[src/logic/vcotc_pkg.sv]
`default_nettype none
package vcotc_pkg;
	localparam int unsigned ADDR_W = 8;
	localparam int unsigned DATA_W = 8;
	localparam int unsigned TRIM_W = 7;
	localparam int unsigned STL_W  = 3;

	// ---------------------------------------------------------------
	// Register offsets
	// ---------------------------------------------------------------
	localparam logic [ADDR_W-1:0] ADDR_TRIM = 8'h59;
	localparam logic [ADDR_W-1:0] ADDR_HOLD = 8'h5c;
	localparam logic [ADDR_W-1:0] ADDR_CTRL = 8'h5d;
	localparam logic [ADDR_W-1:0] ADDR_STAT = 8'h5e;

	// ---------------------------------------------------------------
	// Field positions and reset values
	// ---------------------------------------------------------------
	localparam int unsigned TRIM_MSB = 6;
	localparam int unsigned HOLD_BIT = 0;
	localparam int unsigned EN_BIT   = 0;
	localparam int unsigned STL_LSB  = 4;
	localparam int unsigned STL_MSB  = 6;
	localparam int unsigned DONE_BIT = 0;

	localparam logic [TRIM_W-1:0] TRIM_RST = 7'h00;
	localparam logic [TRIM_W-1:0] TRIM_MID = 7'h40;
	localparam logic [STL_W-1:0]  STL_RST  = 3'h4;
	localparam logic              EN_RST   = 1'b0;
	localparam logic              HOLD_RST = 1'b0;

	// ---------------------------------------------------------------
	// Timing
	// ---------------------------------------------------------------
	localparam int unsigned CLK_PERIOD_NS  = 100;
	localparam int unsigned SETTLE_BASE_NS = 1600;
	// Least time, so the cycle count rounds up.
	localparam int unsigned SETTLE_BASE_CYC =
		(SETTLE_BASE_NS + CLK_PERIOD_NS - 1) / CLK_PERIOD_NS;
	localparam int unsigned SETTLE_CNT_W = 12;

	typedef enum logic [1:0] {
		ST_IDLE,
		ST_WAIT,
		ST_LOAD
	} vcotc_fsm_t;
endpackage
`default_nettype wire

[src/logic/vcotc_settle_timer.sv]
`timescale 1ns/1ns
`default_nettype none
module vcotc_settle_timer #(
	parameter int unsigned CNT_W = vcotc_pkg::SETTLE_CNT_W
) (
	// Clock and reset
	input  wire logic                     clk_i,
	input  wire logic                     sys_rst_i,
	// Control
	input  wire logic                     start_i,
	input  wire logic [vcotc_pkg::STL_W-1:0] sel_i,
	// Status
	output logic                          expired_o
);
	import vcotc_pkg::*;

	typedef struct packed {
		logic [CNT_W-1:0] cnt;
		logic             run;
		logic             expired;
	} vcotc_tmr_st_t;

	localparam logic [CNT_W-1:0] BASE = CNT_W'(SETTLE_BASE_CYC);
	localparam logic [CNT_W-1:0] ONE  = CNT_W'(1);

	vcotc_tmr_st_t st;
	vcotc_tmr_st_t nx;

	always_comb begin
		nx         = st;
		nx.expired = 1'b0;
		if (start_i) begin
			// Interval doubles with each select step.
			nx.cnt = (BASE << sel_i) - ONE;
			nx.run = 1'b1;
		end else if (st.run) begin
			if (st.cnt == ONE) begin
				nx.run     = 1'b0;
				nx.expired = 1'b1;
			end else begin
				nx.cnt = st.cnt - ONE;
			end
		end
	end

	always_ff @(posedge clk_i) begin
		if (sys_rst_i) begin
			st <= '0;
		end else begin
			st <= nx;
		end
	end

	assign expired_o = st.expired;
endmodule
`default_nettype wire

[src/logic/vcotc_sar.sv]
`timescale 1ns/1ns
`default_nettype none
module vcotc_sar (
	// Clock and reset
	input  wire logic                      clk_i,
	input  wire logic                      sys_rst_i,
	// Search control
	input  wire logic                      start_i,
	input  wire logic                      step_i,
	input  wire logic                      fast_i,
	// Result
	output logic [vcotc_pkg::TRIM_W-1:0]   code_o,
	output logic                           last_o
);
	import vcotc_pkg::*;

	typedef struct packed {
		logic [TRIM_W-1:0] code;
		logic [TRIM_W-1:0] mask;
	} vcotc_sar_st_t;

	localparam logic [TRIM_W-1:0] MASK_LAST = 7'h01;

	vcotc_sar_st_t st;
	vcotc_sar_st_t nx;

	always_comb begin
		nx = st;
		if (start_i) begin
			nx.code = TRIM_MID;
			nx.mask = TRIM_MID;
		end else if (step_i) begin
			// A fast oscillator means the trial bit was too high.
			if (fast_i) begin
				nx.code = st.code & ~st.mask;
			end
			nx.mask = st.mask >> 1;
			nx.code = nx.code | nx.mask;
		end
	end

	always_ff @(posedge clk_i) begin
		if (sys_rst_i) begin
			st <= '0;
		end else begin
			st <= nx;
		end
	end

	assign code_o = st.code;
	assign last_o = (st.mask == MASK_LAST);
endmodule
`default_nettype wire

[src/logic/vcotc_top.sv]
`timescale 1ns/1ns
`default_nettype none
module vcotc_top (
	// Clock and reset
	input  wire logic                      clk_i,
	input  wire logic                      sys_rst_i,
	// Register port
	input  wire logic [vcotc_pkg::ADDR_W-1:0] reg_addr_i,
	input  wire logic                      reg_wr_i,
	input  wire logic                      reg_rd_i,
	input  wire logic [vcotc_pkg::DATA_W-1:0] reg_wdata_i,
	output logic [vcotc_pkg::DATA_W-1:0]   reg_rdata_o,
	// Oscillator compare
	input  wire logic                      vco_fast_i,
	// Synthesizer control
	output logic [vcotc_pkg::TRIM_W-1:0]   trim_code_o,
	output logic                           synth_hold_o,
	output logic                           tuning_busy_o
);
	import vcotc_pkg::*;

	// ---------------------------------------------------------------
	// State
	// ---------------------------------------------------------------
	typedef struct packed {
		vcotc_fsm_t        fsm;
		logic [TRIM_W-1:0] trim;
		logic              hold;
		logic [STL_W-1:0]  stl;
		logic              en;
		logic              done;
		logic              busy;
		logic [DATA_W-1:0] rdata;
	} vcotc_top_st_t;

	localparam vcotc_top_st_t ST_RST = '{
		fsm:   ST_IDLE,
		trim:  TRIM_RST,
		hold:  HOLD_RST,
		stl:   STL_RST,
		en:    EN_RST,
		done:  1'b0,
		busy:  1'b0,
		rdata: '0
	};

	vcotc_top_st_t st;
	vcotc_top_st_t nx;

	logic              wr_trim;
	logic              wr_hold;
	logic              wr_ctrl;
	logic              release_hold;
	logic              set_hold;
	logic              tmr_start;
	logic              tmr_expired;
	logic              sar_start;
	logic              sar_step;
	logic [TRIM_W-1:0] sar_code;
	logic              sar_last;

	// ---------------------------------------------------------------
	// Decode
	// ---------------------------------------------------------------
	assign wr_trim = reg_wr_i && (reg_addr_i == ADDR_TRIM);
	assign wr_hold = reg_wr_i && (reg_addr_i == ADDR_HOLD);
	assign wr_ctrl = reg_wr_i && (reg_addr_i == ADDR_CTRL);
	assign set_hold = wr_hold && reg_wdata_i[HOLD_BIT];
	// Only a falling hold counts as a release; rewriting zero does nothing.
	assign release_hold = wr_hold && !reg_wdata_i[HOLD_BIT] && st.hold;

	// ---------------------------------------------------------------
	// Engine helpers
	// ---------------------------------------------------------------
	vcotc_settle_timer u_timer (
		.clk_i     (clk_i),
		.sys_rst_i (sys_rst_i),
		.start_i   (tmr_start),
		.sel_i     (st.stl),
		.expired_o (tmr_expired)
	);

	vcotc_sar u_sar (
		.clk_i     (clk_i),
		.sys_rst_i (sys_rst_i),
		.start_i   (sar_start),
		.step_i    (sar_step),
		.fast_i    (vco_fast_i),
		.code_o    (sar_code),
		.last_o    (sar_last)
	);

	// ---------------------------------------------------------------
	// Next state
	// ---------------------------------------------------------------
	always_comb begin
		nx        = st;
		tmr_start = 1'b0;
		sar_start = 1'b0;
		sar_step  = 1'b0;
		if (wr_hold) begin
			nx.hold = reg_wdata_i[HOLD_BIT];
		end
		if (wr_ctrl) begin
			nx.stl = reg_wdata_i[STL_MSB:STL_LSB];
			nx.en  = reg_wdata_i[EN_BIT];
		end
		case (st.fsm)
			ST_IDLE: begin
				if (wr_trim) begin
					nx.trim = reg_wdata_i[TRIM_MSB:0];
				end
				if (release_hold && st.en) begin
					nx.fsm    = ST_WAIT;
					nx.done   = 1'b0;
					sar_start = 1'b1;
					tmr_start = 1'b1;
				end else if (release_hold) begin
					nx.done = 1'b1;
				end else if (set_hold) begin
					nx.done = 1'b0;
				end
			end
			ST_WAIT: begin
				// Software trim writes are ignored while the search owns the code.
				nx.trim = sar_code;
				if (set_hold) begin
					nx.fsm = ST_IDLE;
				end else if (tmr_expired) begin
					sar_step = 1'b1;
					if (sar_last) begin
						nx.fsm = ST_LOAD;
					end else begin
						tmr_start = 1'b1;
					end
				end
			end
			ST_LOAD: begin
				// Completion wins over a hold write in the same cycle.
				nx.trim = sar_code;
				nx.done = 1'b1;
				nx.fsm  = ST_IDLE;
			end
			default: begin
				nx.fsm = ST_IDLE;
			end
		endcase
		nx.busy  = (nx.fsm != ST_IDLE);
		nx.rdata = '0;
		if (reg_rd_i) begin
			case (reg_addr_i)
				ADDR_TRIM: begin
					nx.rdata[TRIM_MSB:0] = st.trim;
				end
				ADDR_HOLD: begin
					nx.rdata[HOLD_BIT] = st.hold;
				end
				ADDR_CTRL: begin
					nx.rdata[STL_MSB:STL_LSB] = st.stl;
					nx.rdata[EN_BIT]          = st.en;
				end
				ADDR_STAT: begin
					nx.rdata[DONE_BIT] = st.done;
				end
				default: begin
					nx.rdata = '0;
				end
			endcase
		end
	end

	always_ff @(posedge clk_i) begin
		if (sys_rst_i) begin
			st <= ST_RST;
		end else begin
			st <= nx;
		end
	end

	// ---------------------------------------------------------------
	// Outputs
	// ---------------------------------------------------------------
	assign reg_rdata_o   = st.rdata;
	assign trim_code_o   = st.trim;
	assign synth_hold_o  = st.hold;
	assign tuning_busy_o = st.busy;
endmodule
`default_nettype wire

[config.mk]
export PLATFORM = sky130hd
export DESIGN_NAME = vcotc_top
export DESIGN_NICKNAME = d
export VERILOG_FILES = /design/src/logic/vcotc_pkg.sv /design/src/logic/vcotc_settle_timer.sv /design/src/logic/vcotc_sar.sv /design/src/logic/vcotc_top.sv
export SDC_FILE = /design/constraint.sdc
export NUM_CORES = 1
export LEC_CHECK = 0
export BUFFER_PORTS_ARGS = -buffer_cell sky130_fd_sc_hd__buf_2
export CAP_MARGIN = 20
export CORE_UTILIZATION = 53
export DETAILED_ROUTE_END_ITERATION = 8
export PLACE_DENSITY = 0.75
export SETUP_SLACK_MARGIN = 0.4
export SLEW_MARGIN = 20
export SYNTH_ARGS = -nofsm -noshare
export SYNTH_HDL_FRONTEND = slang
export SYNTH_SLANG_ARGS = --single-unit
[constraint.sdc]
create_clock -name clk_i -period 4.05 [get_ports clk_i]
set_input_delay 0.81 -clock clk_i [delete_from_list [all_inputs] [get_ports clk_i]]
set_output_delay 0.81 -clock clk_i [all_outputs]
set_load 0.02 [all_outputs]
==> results_dict.tcl <==
set metrics [dict create \
    fmax_mhz 385 \
    holdWs_ns 0.461 \
    cts_sinks 51 \
    worstMarginPinSlew_ns 0.934 \
    fin_cells 358 \
    yosys.area.top_type "dfxtp_1" \
    start_kind "input port" \
    dr_total_vias 2017 \
    hpwl_um 3480 \
    crit_required_ns 4.28 \
    clockRootBuffer "clkbuf_8" \
    wl_um 5020 \
    start_util 0.566 \
    r2r_start "st[23]" \
    cap_violations 0 \
    cts_hold_buf 0 \
    cts_made_buffers 5 \
    yosys_most_used_dff "dfxtp_1" \
    area_growth_pct 8.19 \
    path_clk_slew_ns 0.09 \
    syn-cell-area_um2 2550 \
    fp-row-count 24 \
    grt_pass1_wl_um 8450 \
    cts.repair.resized 0 \
    final.setup.tns_ns 0 \
    syn_nets 318 \
    final_hold_viol_count 0 \
    synthTopCellsByArea "dfxtp_1 (40%), mux2i_1 (7.1%), nor2_1 (5.1%)" \
    htreeDepth 2 \
    hold_start "u_sar.code_o[1]" \
    post-cts-setup-buffers 0 \
    cts_tree "built" \
    dieArea_um2 5100 \
    peakVddDrop_uv 163 \
    num_antenna_cells 0 \
    fin_skew_ns 0.00400 \
    gr-usage-all-layers 0.210 \
    synth_commonest_cells "dfxtp_1 (51), nor2_1 (35), nand2_1 (28)" \
    fin_crit_sh 0.642 \
    synth_top_area_share 0.400 \
    grt_max_degree 35 \
    async_flop_share 0 \
    powerDensity_nw_per_um2 343 \
    numPortBuffers 35 \
    synth_cells 291 \
    relSlewSlack 0.377 \
    clock_path_buffers 2 \
    dp_cells 350 \
    drc 6 \
    finalCriticalPeriod_ns 2.60 \
    setup_viol_count_final 0 \
    violations "design-rule violations" \
    arrival_ns 2.83 \
    ys_seq_area_frac 0.400 \
    end_kind "flop" \
    drtIter0Drc 131 \
    synth.most_common_cell "dfxtp_1" \
    drive_gt1_frac 0.173 \
    synth.distinct_cells 55 \
    status "finished, violations left" \
    yosys_warnings 0 \
    wl_per_cell_um 14.0 \
    antenna_found_initial 0 \
    grt_pass1_vias 1817 \
    final_antenna_net_count 0 \
    nets 332 \
    via_per_inst 5.63 \
    first_pass_iters 6 \
    gp_congestion 0.861 \
    clk_latency_ns 0.30 \
    avgSynthCellArea_um2 8.77 \
    timing.final.max_slew_violations 0 \
    criticalPathCategory "input port to flop" \
    die_h_um 71.4 \
    leakage_nw 1.03 \
    synth_edf_count 0 \
    ys_seq_elements 51 \
    ios 38 \
    coreArea_um2 4500 \
    critPathLaunch "reg_addr_i[2]" \
    die_x_um 71.4 \
    overflow 0 \
    hold_class "flop to flop" \
    critical_path_peak_fanout 20 \
    rsz0062_at_grt "false" \
]
-- cells in the final DEF (no fill, tap or decap), drive strengths merged, types with 2 or more instances in the layout --
cell type / instances
a211oi: 11
a21oi: 21
a221oi: 2
a311oi: 4
a31oi: 2
and2: 4
and4bb: 2
buf: 36
bufinv: 2
clkbuf: 6
dfxtp: 51
ha: 6
inv: 8
mux2: 2
mux2i: 18
nand2: 28
nand2b: 2
nand3: 11
nand4: 2
nor2: 35
nor2b: 3
nor3: 6
nor3b: 3
nor4: 6
o21ai: 3
or2: 2
or3: 3
or3b: 3
xnor2: 5
xor2: 3
-- stage by stage --
| stage | setup slack, ns | power, mW | instance area [µm²] | util |
|---|---|---|---|---|
| global placement | 1.18 | 0.548 | 2630 | 0.583 |
| detailed placement | 1.19 | 0.548 | 2630 | 0.583 |
| CTS | 1.49 | 0.956 | 2760 | 0.613 |
| global route | 1.34 | 0.976 | 2760 | 0.613 |
| finish | 1.45 | 0.947 | 2760 | 0.613 |
| floorplan | 1.68 | 0.533 | 2550 | - |
-- metal layers --
| layer | vias to the layer above | GRT usage | part of all wire | wire, µm |
|---|---|---|---|---|
| li1 | 1042 | - | - | - |
| met4 | 0 | 0.0689 | 0.015 | 74 |
| met3 | 7 | 0.0380 | 0.042 | 212 |
| met1 | 919 | 0.286 | 0.51 | 2550 |
| met5 | - | 0 | 0 | 0 |
| met2 | 49 | 0.339 | 0.43 | 2180 |
-- cells by family after synthesis --
kind of cell | Yosys count | synth area share
DFF | 51 | 0.400
xor gates and xnor gates | 8 | 0.0275
adders and majority gates | 6 | 0.0294
buffers and inverters | 37 | 0.0790
AOI/OAI and AO/OA | 51 | 0.139
and+or+nand+nor | 117 | 0.244
other | 1 | 0.00147
muxes | 20 | 0.0794
-- where the power goes --
part           leakage [nW]  switching (mW)  internal [mW]
sequential            0.411        0.000265          0.501
combinational         0.555          0.0222         0.0134
clock                0.0654           0.163          0.247
total                  1.03           0.185          0.761
-- final timing paths --
kind / to / slack, ns / cells after the start
max: u_timer.st[11] / 1.45 / 7
min: u_sar.code_o[1] / 0.46 / 2
max reg2reg: u_timer.st[11] / 1.76 / 8
min reg2reg: u_sar.code_o[1] / 0.46 / 2
-- area by class of cell --
class,count,area [µm²]
clock inverter,2,60.1
inverter,8,30.0
sequential,51,1020
tap,52,65.1
timing repair buffer,36,183
clock buffer,6,72.6
multi-input combinational,203,1330
fill,417,1740
-- flip-flops by register name (all words and copies together) (netlist names) --
name	flops
reg_rdata_o	7
st	7
synth_hold_o	1
trim_code_o	7
tuning_busy_o	1
u_sar.code_o	7
u_sar.st	7
u_timer.expired_o	1
u_timer.st	13
-- critical path: stages --
cell and delay [ns]:
buf_2 0.20, and4bb_1 0.28, a311oi_2 0.11, buf_4 0.19, a22oi_2 0.78, mux2_1 0.38, nor2_1 0.08
(Power assumes the default switching activity.)
